### config.mk
export PLATFORM = sky130hd
export DESIGN_NAME = scs_clock_switch
export DESIGN_NICKNAME = d
export VERILOG_FILES = /design/src/scs_pkg.sv /design/src/scs_unlock_if.sv /design/src/scs_unlock.sv /design/src/scs_wait_counter.sv /design/src/scs_clock_switch.sv
export SDC_FILE = /design/constraint.sdc
export NUM_CORES = 1
export LEC_CHECK = 0
export ABC_AREA = 1
export BUFFER_PORTS_ARGS = -buffer_cell sky130_fd_sc_hd__buf_2
export CELL_PAD_IN_SITES_DETAIL_PLACEMENT = 1
export CELL_PAD_IN_SITES_GLOBAL_PLACEMENT = 2
export CORE_MARGIN = 3
export CORE_UTILIZATION = 31
export CTS_BUF_LIST = sky130_fd_sc_hd__clkbuf_8
export DETAILED_ROUTE_END_ITERATION = 16
export GPL_TIMING_DRIVEN = 0
export MAX_ROUTING_LAYER = met4
export PLACE_DENSITY = 0.92
export SLEW_MARGIN = 20
export SYNTH_ARGS = -nofsm -noshare
export SYNTH_HDL_FRONTEND = slang
export SYNTH_HIERARCHICAL = 1
export SYNTH_SLANG_ARGS = --single-unit
### constraint.sdc
create_clock -name sys_clk -period 2.8 [get_ports sys_clk]
set_input_delay 0.14 -clock sys_clk [delete_from_list [all_inputs] [get_ports sys_clk]]
set_output_delay 0.14 -clock sys_clk [all_outputs]
set_load 0.02 [all_outputs]
### src/scs_pkg.sv
/*
 system clock switch controller: shared constants, codes and types.
 assumes a single system clock domain and an Avalon-MM register bus.
*/

package scs_pkg;

   // ----------------------------------------------------------------
   // register map (word indices, matched against address bits 3:2) and control word fields
   // ----------------------------------------------------------------
   localparam logic [1:0] SCS_IDX_CTRL = 2'h0;
   localparam logic [1:0] SCS_IDX_KEY = 2'h1;
   localparam int SCS_CUR_LSB = 12;
   localparam int SCS_NEW_LSB = 8;
   localparam int SCS_LOCK_BIT = 5;
   localparam int SCS_FAIL_BIT = 3;
   localparam int SCS_KEEP_BIT = 1;
   localparam int SCS_REQ_BIT = 0;

   // ----------------------------------------------------------------
   // source codes, oscillator slots, submodes
   // ----------------------------------------------------------------
   typedef enum logic [2:0] {
      SCS_SRC_FAST_RC = 3'h0,
      SCS_SRC_FAST_RC_MUL = 3'h1,
      SCS_SRC_PRIMARY = 3'h2,
      SCS_SRC_PRIMARY_MUL = 3'h3,
      SCS_SRC_SECONDARY = 3'h4,
      SCS_SRC_LOW_POWER_RC = 3'h5
   } scs_src_t;
   localparam int SCS_OSC_PRI = 0;
   localparam int SCS_OSC_SEC = 1;
   localparam int SCS_OSC_FAST = 2;
   localparam int SCS_OSC_LOW = 3;
   localparam logic [1:0] SCS_SUB_EXT_CLK = 2'h0;

   // ----------------------------------------------------------------
   // reset values, keys (arbitrary values), counts
   // ----------------------------------------------------------------
   localparam logic [2:0] SCS_CUR_RST = 3'h0;
   localparam logic [3:0] SCS_OSC_RST = 4'h4;
   localparam logic [7:0] SCS_KEY_FIRST = 8'h5a;
   localparam logic [7:0] SCS_KEY_SECOND = 8'hc3;
   localparam int SCS_NEW_CLK_COUNT = 10;
   localparam int SCS_OST_CYCLES = 1024;

   typedef enum logic [1:0] {
      SCS_ST_IDLE = 2'b00,
      SCS_ST_CHECK = 2'b01,
      SCS_ST_READY_WAIT = 2'b10,
      SCS_ST_COUNT = 2'b11
   } scs_state_t;

endpackage : scs_pkg

### src/scs_unlock_if.sv
/*
 carrier between the controller core and its unlock key checker.
 assumes all signals are synchronous to sys_clk.
*/
`timescale 1ns/1ps
`default_nettype none

interface scs_unlock_if;
   logic key_wr;
   logic [7:0] key_data;
   logic other_wr;
   logic grant;
   modport checker_side (input key_wr, input key_data, input other_wr, output grant);
   modport core_side (output key_wr, output key_data, output other_wr, input grant);
endinterface : scs_unlock_if

`default_nettype wire

### src/scs_unlock.sv
/*
 unlock key checker: two key writes in a row open one control write.
 assumes key and other writes never come in the same cycle.
*/
`timescale 1ns/1ps
`default_nettype none

module scs_unlock
   import scs_pkg::*;
(
   input wire logic sys_clk,
   input wire logic rst,
   input wire logic ce,
   scs_unlock_if.checker_side ul
);

   // ----------------------------------------------------------------
   // key stage: 0 none, 1 first key seen, 2 unlocked
   // ----------------------------------------------------------------
   logic [1:0] stage;
   logic [1:0] next_stage;
   wire logic first_ok = ul.key_data == SCS_KEY_FIRST;
   wire logic second_ok = (ul.key_data == SCS_KEY_SECOND) && (stage == 2'd1);

   // any non-key write consumes or breaks the sequence
   assign next_stage = ul.other_wr ? 2'd0 :
                       !ul.key_wr ? stage :
                       second_ok ? 2'd2 :
                       first_ok ? 2'd1 : 2'd0;

   // stage register
   always_ff @(posedge sys_clk or posedge rst)
   begin
      if (rst)
         stage <= 2'd0;
      else if (ce)
         stage <= next_stage;
   end

   assign ul.grant = stage == 2'd2;

endmodule : scs_unlock

`default_nettype wire

### src/scs_wait_counter.sv
/*
 wait counter: counts tick pulses after start and raises done at limit.
 assumes limit is held stable while running and is at least one.
*/
`timescale 1ns/1ps
`default_nettype none

module scs_wait_counter #(
   parameter int WIDTH = 16
) (
   input wire logic sys_clk,
   input wire logic rst,
   input wire logic ce,
   input wire logic start,
   input wire logic tick,
   input wire logic [WIDTH-1:0] limit,
   output logic done
);

   // elaboration check: a one-bit counter cannot hold limit minus one
   if (WIDTH < 2)
   begin : g_bad_width
      $error("counter width too small");
   end

   logic [WIDTH-1:0] cnt;
   logic run;
   wire logic last = cnt == (limit - {{(WIDTH-1){1'b0}}, 1'b1});

   // count ticks while running, stop and flag at limit
   always_ff @(posedge sys_clk or posedge rst)
   begin
      if (rst)
      begin
         cnt <= '0;
         run <= 1'b0;
         done <= 1'b0;
      end
      else if (ce)
      begin
         if (start)
         begin
            cnt <= '0;
            run <= 1'b1;
            done <= 1'b0;
         end
         else if (run && tick)
         begin
            cnt <= cnt + {{(WIDTH-1){1'b0}}, 1'b1};
            run <= !last;
            done <= last;
         end
      end
   end

endmodule : scs_wait_counter

`default_nettype wire

### src/scs_clock_switch.sv
/*
 system clock switch controller top: register slave, switch sequencer,
 oscillator enables. assumes configuration inputs are static straps,
 new_clk_tick is one sys_clk pulse per cycle of the target clock,
 and all inputs are synchronous to sys_clk.
*/
`timescale 1ns/1ps
`default_nettype none

module scs_clock_switch
   import scs_pkg::*;
#(
   parameter int OST_CYCLES = SCS_OST_CYCLES
) (
   input wire logic sys_clk,
   input wire logic rst,
   input wire logic ce,
   input wire logic [3:0] avs_address,
   input wire logic avs_read,
   input wire logic avs_write,
   input wire logic [31:0] avs_writedata,
   input wire logic [3:0] avs_byteenable,
   output logic [31:0] avs_readdata,
   output logic avs_waitrequest,
   input wire logic switch_monitor_cfg,
   input wire logic [2:0] initial_source_cfg,
   input wire logic [1:0] primary_submode_cfg,
   input wire logic watchdog_en,
   input wire logic pll_lock,
   input wire logic clock_fail_event,
   input wire logic new_clk_tick,
   output logic [2:0] clk_select,
   output logic [3:0] osc_enable,
   output logic pll_enable,
   output logic switch_busy
);

   // elaboration check: the start-up count must fit the 16-bit counter
   if (OST_CYCLES < 1 || OST_CYCLES > 65535)
   begin : g_bad_ost
      $error("start-up count out of range");
   end

   // ----------------------------------------------------------------
   // helpers
   // ----------------------------------------------------------------
   function automatic logic [3:0] osc_mask(input logic [2:0] s);
      logic [3:0] m;
      m = 4'h0;
      case (s)
         SCS_SRC_PRIMARY, SCS_SRC_PRIMARY_MUL: m[SCS_OSC_PRI] = 1'b1;
         SCS_SRC_SECONDARY: m[SCS_OSC_SEC] = 1'b1;
         SCS_SRC_LOW_POWER_RC: m[SCS_OSC_LOW] = 1'b1;
         default: m[SCS_OSC_FAST] = 1'b1;
      endcase
      return m;
   endfunction : osc_mask

   function automatic logic uses_mul(input logic [2:0] s);
      return (s == SCS_SRC_FAST_RC_MUL) || (s == SCS_SRC_PRIMARY_MUL);
   endfunction : uses_mul

   // ----------------------------------------------------------------
   // state
   // ----------------------------------------------------------------
   scs_state_t state;
   scs_state_t next_state;
   logic [2:0] new_src;
   logic req_bit;
   logic lock_bit;
   logic fail_bit;
   logic keep_bit;
   logic need_ost;
   logic ost_done;
   logic cnt_done;

   scs_unlock_if ul ();

   // ----------------------------------------------------------------
   // bus decode
   // ----------------------------------------------------------------
   // the bus keeps answering during a switch, so code keeps running
   wire logic bus_req = avs_read | avs_write;
   wire logic first_edge = bus_req && avs_waitrequest;
   wire logic wr_accept = avs_write && !avs_waitrequest;
   wire logic sel_ctrl = avs_address[3:2] == SCS_IDX_CTRL;
   wire logic sel_key = avs_address[3:2] == SCS_IDX_KEY;
   wire logic key_wr = wr_accept && sel_key && avs_byteenable[0];
   wire logic hi_wr = wr_accept && sel_ctrl && avs_byteenable[1] && ul.grant;
   wire logic lo_wr = wr_accept && sel_ctrl && avs_byteenable[0] && ul.grant;
   wire logic sw_en = !switch_monitor_cfg;

   assign ul.key_wr = key_wr;
   assign ul.key_data = avs_writedata[7:0];
   assign ul.other_wr = wr_accept && !key_wr;

   // control word image; bit 14:12 current, 10:8 new
   wire logic [15:0] ctrl_word = {1'b0, clk_select, 1'b0, new_src, 2'b00, lock_bit,
                                  1'b0, fail_bit, 1'b0, keep_bit, req_bit & sw_en};
   wire logic [31:0] read_mux = sel_ctrl ? {16'h0000, ctrl_word} : 32'h0000_0000;

   // ----------------------------------------------------------------
   // switch decisions
   // ----------------------------------------------------------------
   wire logic tgt_valid = new_src <= SCS_SRC_LOW_POWER_RC;
   wire logic same_src = new_src == clk_select;
   wire logic go_switch = (state == SCS_ST_CHECK) && tgt_valid && !same_src;
   wire logic abort_switch = (state == SCS_ST_CHECK) && !go_switch;
   wire logic [3:0] tgt_mask = osc_mask(new_src);
   wire logic tgt_mul = uses_mul(new_src);
   // the submode is a strap only: external clock needs no start-up wait
   wire logic primary_xtal = primary_submode_cfg != SCS_SUB_EXT_CLK;
   wire logic tgt_xtal = (tgt_mask[SCS_OSC_SEC]) || (tgt_mask[SCS_OSC_PRI] && primary_xtal);
   wire logic tgt_off = (tgt_mask & osc_enable) == 4'h0;
   wire logic ost_start = go_switch && tgt_xtal && tgt_off;
   wire logic tgt_ready = (!need_ost || ost_done) && (!tgt_mul || lock_bit);
   wire logic cnt_start = (state == SCS_ST_READY_WAIT) && tgt_ready;
   wire logic finish = (state == SCS_ST_COUNT) && cnt_done;
   wire logic keep_low = watchdog_en || sw_en;
   wire logic [3:0] keep_mask = tgt_mask | {keep_low, 1'b0, keep_bit, 1'b0};
   wire logic [3:0] init_mask = osc_mask(initial_source_cfg) | {watchdog_en, 3'b000};

   // sequencer next state
   always_comb
   begin
      next_state = state;
      unique case (state)
         SCS_ST_IDLE:
            if (req_bit && sw_en)
               next_state = SCS_ST_CHECK;
         SCS_ST_CHECK:
            next_state = go_switch ? SCS_ST_READY_WAIT : SCS_ST_IDLE;
         SCS_ST_READY_WAIT:
            if (tgt_ready)
               next_state = SCS_ST_COUNT;
         SCS_ST_COUNT:
            if (cnt_done)
               next_state = SCS_ST_IDLE;
      endcase
   end

   // request bit: set by unlocked low-byte write, cleared by hardware
   wire logic req_set = lo_wr && avs_writedata[SCS_REQ_BIT] && sw_en && (state == SCS_ST_IDLE);
   wire logic next_req = (req_bit && !abort_switch && !finish) || req_set;
   // fail flag: event wins over both clears
   wire logic fail_clr = go_switch || (lo_wr && !avs_writedata[SCS_FAIL_BIT]);
   wire logic next_fail = (fail_bit && !fail_clr) || (clock_fail_event && sw_en);
   wire logic next_lock = !go_switch && pll_lock && pll_enable;
   wire logic next_pll = sw_en ? (go_switch ? tgt_mul | pll_enable :
                         finish ? tgt_mul : pll_enable) : uses_mul(initial_source_cfg);

   // ----------------------------------------------------------------
   // registers
   // ----------------------------------------------------------------
   // bus handshake: one wait cycle, read data captured at the first edge
   always_ff @(posedge sys_clk or posedge rst)
   begin
      if (rst)
      begin
         avs_waitrequest <= 1'b1;
         avs_readdata <= 32'h0000_0000;
      end
      else if (ce)
      begin
         avs_waitrequest <= !first_edge;
         if (first_edge && avs_read)
            avs_readdata <= read_mux;
      end
   end

   // control fields written by software
   always_ff @(posedge sys_clk or posedge rst)
   begin
      if (rst)
      begin
         new_src <= SCS_CUR_RST;
         keep_bit <= 1'b0;
      end
      else if (ce)
      begin
         if (hi_wr)
            new_src <= avs_writedata[SCS_NEW_LSB +: 3];
         if (lo_wr)
            keep_bit <= avs_writedata[SCS_KEEP_BIT];
      end
   end

   // status bits and sequencer
   always_ff @(posedge sys_clk or posedge rst)
   begin
      if (rst)
      begin
         state <= SCS_ST_IDLE;
         req_bit <= 1'b0;
         fail_bit <= 1'b0;
         lock_bit <= 1'b0;
         need_ost <= 1'b0;
         pll_enable <= 1'b0;
         switch_busy <= 1'b0;
      end
      else if (ce)
      begin
         state <= next_state;
         req_bit <= next_req;
         fail_bit <= next_fail;
         lock_bit <= next_lock;
         pll_enable <= next_pll;
         switch_busy <= next_state != SCS_ST_IDLE;
         if (go_switch)
            need_ost <= ost_start;
      end
   end

   // current source and oscillator enables
   always_ff @(posedge sys_clk or posedge rst)
   begin
      if (rst)
      begin
         clk_select <= SCS_CUR_RST;
         osc_enable <= SCS_OSC_RST;
      end
      else if (ce)
      begin
         if (!sw_en)
         begin
            clk_select <= initial_source_cfg;
            osc_enable <= init_mask;
         end
         else if (go_switch)
            osc_enable <= osc_enable | tgt_mask;
         else if (finish)
         begin
            clk_select <= new_src;
            osc_enable <= keep_mask;
         end
      end
   end

   // ----------------------------------------------------------------
   // sub-blocks
   // ----------------------------------------------------------------
   scs_unlock u_unlock (
      .sys_clk(sys_clk),
      .rst(rst),
      .ce(ce),
      .ul(ul.checker_side)
   );

   scs_wait_counter #(.WIDTH(16)) u_ost (
      .sys_clk(sys_clk),
      .rst(rst),
      .ce(ce),
      .start(ost_start),
      .tick(1'b1),
      .limit(16'(OST_CYCLES)),
      .done(ost_done)
   );

   scs_wait_counter #(.WIDTH(16)) u_new_clk (
      .sys_clk(sys_clk),
      .rst(rst),
      .ce(ce),
      .start(cnt_start),
      .tick(new_clk_tick),
      .limit(16'(SCS_NEW_CLK_COUNT)),
      .done(cnt_done)
   );

   // ----------------------------------------------------------------
   // checks
   // ----------------------------------------------------------------
   logic [4:0] tick_seen;
   always_ff @(posedge sys_clk or posedge rst)
   begin
      if (rst)
         tick_seen <= 5'd0;
      else if (ce)
         tick_seen <= (state != SCS_ST_COUNT) ? 5'd0 : tick_seen + 5'(new_clk_tick);
   end

   req_zero_a: assert property (@(posedge sys_clk) disable iff (rst)
      !sw_en |-> (!ctrl_word[SCS_REQ_BIT] && !req_bit && state == SCS_ST_IDLE))
      else $error("request bit visible while switching is off");
   cur_follow_a: assert property (@(posedge sys_clk) disable iff (rst)
      (!sw_en && ce && !rst) |=> clk_select == $past(initial_source_cfg))
      else $error("current source does not follow initial config");
   abort_same_a: assert property (@(posedge sys_clk) disable iff (rst)
      (state == SCS_ST_CHECK && same_src && ce) |=> (state == SCS_ST_IDLE && !req_bit))
      else $error("redundant switch not aborted");
   start_clear_a: assert property (@(posedge sys_clk) disable iff (rst)
      (go_switch && ce && !clock_fail_event) |=> (!lock_bit && !fail_bit))
      else $error("lock or fail flag not cleared at switch start");
   ost_hold_a: assert property (@(posedge sys_clk) disable iff (rst)
      (state == SCS_ST_READY_WAIT && need_ost && !ost_done) |=> state != SCS_ST_COUNT)
      else $error("crystal target used before start-up timer");
   lock_hold_a: assert property (@(posedge sys_clk) disable iff (rst)
      (state == SCS_ST_READY_WAIT && tgt_mul && !lock_bit) |=> state == SCS_ST_READY_WAIT)
      else $error("multiplier target used before lock");
   ten_ticks_a: assert property (@(posedge sys_clk) disable iff (rst)
      finish |-> tick_seen == 5'd10)
      else $error("switch not after ten new clock cycles");
   finish_copy_a: assert property (@(posedge sys_clk) disable iff (rst)
      (finish && ce) |=> (clk_select == $past(new_src) && !req_bit && !switch_busy))
      else $error("completion did not copy source or clear request");
   old_off_a: assert property (@(posedge sys_clk) disable iff (rst)
      (finish && ce && !keep_bit) |=> !osc_enable[SCS_OSC_SEC] || clk_select == SCS_SRC_SECONDARY)
      else $error("old secondary oscillator left running");
   locked_wr_a: assert property (@(posedge sys_clk) disable iff (rst)
      (wr_accept && sel_ctrl && !ul.grant && ce) |=> $stable(new_src))
      else $error("control write accepted without unlock");

   abort_c: cover property (@(posedge sys_clk) disable iff (rst) abort_switch && ce);
   switch_c: cover property (@(posedge sys_clk) disable iff (rst) finish && ce);
   ost_c: cover property (@(posedge sys_clk) disable iff (rst) ost_start && ce);

endmodule : scs_clock_switch

`default_nettype wire

Yosys cells after proc, flatten, opt, wreduce, memory -nomap -nowiden. Cells that the tools add are included.

Register bits after elaboration: 90. Input port bits: 55. Output and inout bits: 42. Logic and storage cells: 170.

$add $sub $neg: 2. Magnitude comparators: 1. Equality and inequality tests: 22. Mux-type cells: 39. Bitwise gates (word level): 7. Reductions and logical operators: 79.

Operator list (number): two-way mux 16 bit (4); logical AND 1 bit (33); adder 16 x 1 -> 16 bit, second input constant (2); two-way mux 1 bit (20); == test 16 x 10 -> 1 bit, second input constant (1); == test 16 x 4 -> 1 bit, second input constant (1); AND reduction 2 bit (8); two-way mux 15 bit (1); zero test 1 bit (14); two-way mux 2 bit (7); == test 3 x 2 -> 1 bit, second input constant (4); == test 3 bit, second input constant (4); two-way mux 4 bit (3); OR 4 bit (3); nonzero test 2 bit (6); logical OR 1 bit (9); two-way mux 3 bit (3); == test 8 x 7 -> 1 bit, second input constant (1); == test 8 bit, second input constant (1); one-hot mux 2 bit (4 select lines) (1); OR reduction 4 bit (2); == test 2 x 1 -> 1 bit, second input constant (3); == test 2 bit, second input constant (3); == test 3 x 1 -> 1 bit, second input constant (2); 11 further kinds (14).

Longest topological paths before layout.
Word-level depth: 10. Mapped depth: 16.

Modules after synthesis. The synthesis kept the hierarchy.

By module, submodules not included: scs_clock_switch (times used 1, cells each 231, area an instance 1749.2 sq um, seq. area each 753.2 sq um); scs_wait_counter at u_new_clk (times used 1, cells each 275, area an instance 1709.1 sq um, seq. area each 450.4 sq um); scs_wait_counter at u_ost (times used 1, cells each 261, area an instance 1610.3 sq um, seq. area each 450.4 sq um); scs_unlock (times used 1, cells each 29, area an instance 171.4 sq um, seq. area each 50.0 sq um).

Least setup slack after synthesis. No wires, ideal clock.

Kind: flip-flop to flip-flop. Start: register new_src[1]. End: register u_ost.cnt[12]. Setup time: 0.127 ns. Data arrival time: 1.883 ns. Setup slack: 0.790 ns. Stages on the path, launching flop included: 15. Path through: dfrtp_1 -> inv_2 -> nor2_1 -> o21ai_1 -> nand2_1 -> o221ai_1 -> nor2_2 -> inv_2 -> a21boi_2 -> buf_6 -> nand3_2 -> nor2_2 -> nand2_2 -> nor3b_1 -> a21oi_1.

Longest elaborated chain between the ends: 9. Elaborated cells between the ends (all ways): 24. Those cells by class: order compare: 1; eq/ne: 5; mux: 5; bitwise: 1; reduce/logical: 12.

Ends and longest elaborated chain: from (decl) (RTL line scs_clock_switch.sv:68) `logic [2:0] new_src;`; from (signal assigned) (RTL line scs_clock_switch.sv:182) `new_src <= avs_writedata[SCS_NEW_LSB +: 3];`; branches (longest 6 deep; another with OR reduction 4 bit); logical AND 1 bit (*) (RTL line scs_clock_switch.sv:115) `wire logic ost_start = go_switch && tgt_xtal && tgt_off;`; named net ost_start (RTL line scs_clock_switch.sv:115); nonzero test 2 bit (no source line); AND reduction 2 bit (no source line); to (signal assigned) (RTL line scs_wait_counter.sv:49) `cnt <= cnt + {{(WIDTH-1){1'b0}}, 1'b1};`; to (decl) (RTL line scs_wait_counter.sv:26) `logic [WIDTH-1:0] cnt;`.

Mark *: on every way through the listed nets, which the timed path passes. A chain may end at the register's enable or synchronous reset.

Worst setup path in the final report.
Start: register new_src[2]. End: register u_ost.cnt[12].

The elaborated chain is that of the path after synthesis.

==> results.toml <==
[power]
powerDensity_mw_per_mm2 = 444
power.static_leakage_nw = 3.48
power_mw = 2.86
peakVddDrop_v = 0.000199

[global_routing]
gr-total-overflow = 0
grt_pass1_wl_um = 24300
grt_pass1_vias = 5228
grt_max_degree = 31
grtUsageTotal = 0.163
grt_antenna_before_repair = 0

[timing]
fin_skew_ps = 11.6
rsz0062_at_grt = "no"
worst_pin_slew_ps = 752
min_period_ps = 2400
hold_viol_final = 0
relSlewSlack = 0.498
final_max_slew_viol_count = 0
timing.fmax_mhz = 416
period_share = 0.858
finalSetupViolations = 0
fin_tns_setup_ps = 0

[yosys]
synth_ff_type = "dfrtp_1"
synth_edf_count = 0
avgSynthCellArea_um2 = 6.58
ys_seq_area_frac = 0.325
synth_area_mm2 = 0.00524
synth-async-reset-ratio = 1.00
synthDistinctLibCells = 48
syn_inst = 796
yosys_warnings = 6
synth_seq_cells = 68

[die]
die_y_um = 136
pin_count = 97
rows = 46
core_mm2 = 0.0162
start_util = 0.323
fp.dieW_um = 136
dieArea_mm2 = 0.0185

[worst_setup_path]
startpoint_type = "flop"
r2r_setup_slack_ps = 400
required_ps = 3040
cp.arrival_ps = 2640
path_common_cell = "nor2_2"
worstPathCellList = "inv_2 > nor2_2 > nand2_1 > nand2_1 > o221ai_1 > nor2_2 > inv_2 > a21boi_2 > buf_6 > nand3_2 > nor2_2 > nand2_2 > nor3b_1 > a21oi_1"
path_class = "flop to flop"
rr_startpoint = "new_src[2]"
worstPathMaxFanout = 10
cp-startpoint = "new_src[2]"
cp-end-kind = "flop"
slowest_stage = "dfrtp_1"
critical_path.max_stage_delay_ps = 470

[final_layout]
insertedDiodeCount = 0
nNetsFinal = 1041
layout-drive-gt1-share = 0.168
n_fill_cell = 2233
areaGrowthSynthToFinish_pct = 23.0

[routing]
wirelength_um = 13800
dr.pass1.iters = 4
drt-initial-drc-count = 121
vias_per_cell = 4.38
drc = 0
wl_per_cell_um = 11.5
vias = 5270
ant_nets = 0

[placed_design]
portBuffers = 49
dpl.hpwl_um = 11400
gp_congestion = 0.814

[clock_tree]
cts_buffers = 9
insertion_delay_ps = 350
cts_tree = "built"
cts.path.max_buffers = 2
path_clk_slew_ps = 80
cts_max_level = 3
cts.sinks = 68
root_buffer = "clkbuf_8"

[min_path]
hold_class = "input port to flop"
hold_start = "clock_fail_event"

[run]
cap_violations = 0

[run_status]
status = "finished, final reports clean"
per-stage QoR:
step	hold WS [ps]	cells	util	area (um2)	setup WS, ps
3_5_place_dp	56.6	1186	0.384	6220	337
3_3_place_gp	43.1	1186	0.384	6220	371
4_1_cts	20.8	1202	0.397	6440	323
5_1_grt	62.4	1202	0.397	6450	60.1
6_report	39.5	1202	0.397	6450	397
2_1_floorplan	-119	921	-	5710	790
flip-flops by register name, indices dropped and copies added, names as in the netlist:
| signal | cells |
|---|---|
| u_new_clk/cnt | 16 |
| u_ost/cnt | 16 |
| avs_readdata | 10 |
| osc_enable | 4 |
| clk_select | 3 |
| new_src | 3 |
| state | 2 |
| u_unlock/stage | 2 |
| avs_waitrequest | 1 |
| fail_bit | 1 |
| keep_bit | 1 |
| lock_bit | 1 |
| need_ost | 1 |
| pll_enable | 1 |
| req_bit | 1 |
| switch_busy | 1 |
| u_new_clk/done | 1 |
| u_new_clk/run | 1 |
| u_ost/done | 1 |
| u_ost/run | 1 |
cell usage after synthesis, types with 3 or more instances:
| cell | n | area, um2 |
|---|---|---|
| nor3_1 | 7 | 35.0 |
| nor2_1 | 94 | 353 |
| xor2_1 | 10 | 87.6 |
| nand3_1 | 55 | 275 |
| nand3b_1 | 7 | 52.6 |
| dfrtp_1 | 66 | 1650 |
| o21ai_0 | 35 | 175 |
| nand4_1 | 8 | 50.1 |
| nand3_2 | 5 | 50.1 |
| nor2_2 | 18 | 113 |
| buf_4 | 27 | 203 |
| ha_1 | 4 | 50.1 |
| xnor2_1 | 13 | 114 |
| nand2_2 | 9 | 56.3 |
| nor3_2 | 6 | 60.1 |
| o21ai_1 | 9 | 45.0 |
| inv_2 | 14 | 52.6 |
| a211oi_1 | 3 | 22.5 |
| inv_1 | 90 | 338 |
| nand2_1 | 244 | 916 |
| nor2_4 | 4 | 45.0 |
| a21oi_1 | 27 | 135 |
| o31ai_1 | 8 | 60.1 |
logic make-up after synthesis:
group	count (synthesis)	synth area share
AO/OA/AOI/OAI	91	0.0996
XOR/XNOR	23	0.0384
other	2	0.00143
AND/OR/NAND/NOR	470	0.404
buffers and inverters	138	0.122
flip-flops	68	0.325
adder cells (fa/ha/maj)	4	0.00955
timing repair:
action / 4_1_cts / 5_1_grt
buffers inserted: 0 / 0
resized for setup: 0 / 1
endpoints found under the hold margin: 66 / 0
setup endpoints to repair: 0 / 1
hold buffers: 1 / 0
placed cells by master (no fill, tap or decap), drive strengths merged, types with 10 or more instances in the layout:
cell type and count:
a21oi 28, buf 79, clkbuf 15, conb 127, dfrtp 66, inv 104
nand2 255, nand3 61, nor2 116, nor3 13, o21ai 45, xnor2 13
xor2 10
worst max-delay path: cells and delay by family (launching register included):
family | cells | cell delay (ps)
flip-flops | 1 | 470
AND/OR/NAND/NOR | 8 | 1030
AO/OA/AOI/OAI | 3 | 400
buffers and inverters | 3 | 390
worst paths after layout:
kind                                     endpoint  cells after the start
worst min-delay path                     fail_bit                      3
worst min register to register   avs_readdata[10]                      2
min in group asynchronous       u_unlock/stage[1]                      3
worst max register to register      u_ost/cnt[12]                     14
max in group asynchronous       u_new_clk/cnt[13]                      3
worst max-delay path                u_ost/cnt[12]                     14
metal layers:
layer  part of all wire  global-route usage  vias up
met2               0.46               0.263       80
li1                   -                   -     2733
met1               0.49               0.219     2439
met3              0.037              0.0196       18
met4              0.012              0.0426        0
met5                  0                   -        -
power breakdown:
part           internal [mW]  switching (mW)  total [mW]
logic                  0.269           0.519       0.787
clock network          0.480           0.396       0.876
registers               1.09           0.111        1.20
cell type report:
class,count,area [um2],area share
tap,216,270,0.0419
clock inverter,3,45.0,0.00699
multi-input combinational,715,3370,0.522
inverter,105,394,0.0611
timing repair buffer,50,255,0.0396
sequential,68,1710,0.265
clock buffer,12,165,0.0256
buffer,33,244,0.0378
(Power assumes the default switching activity.)
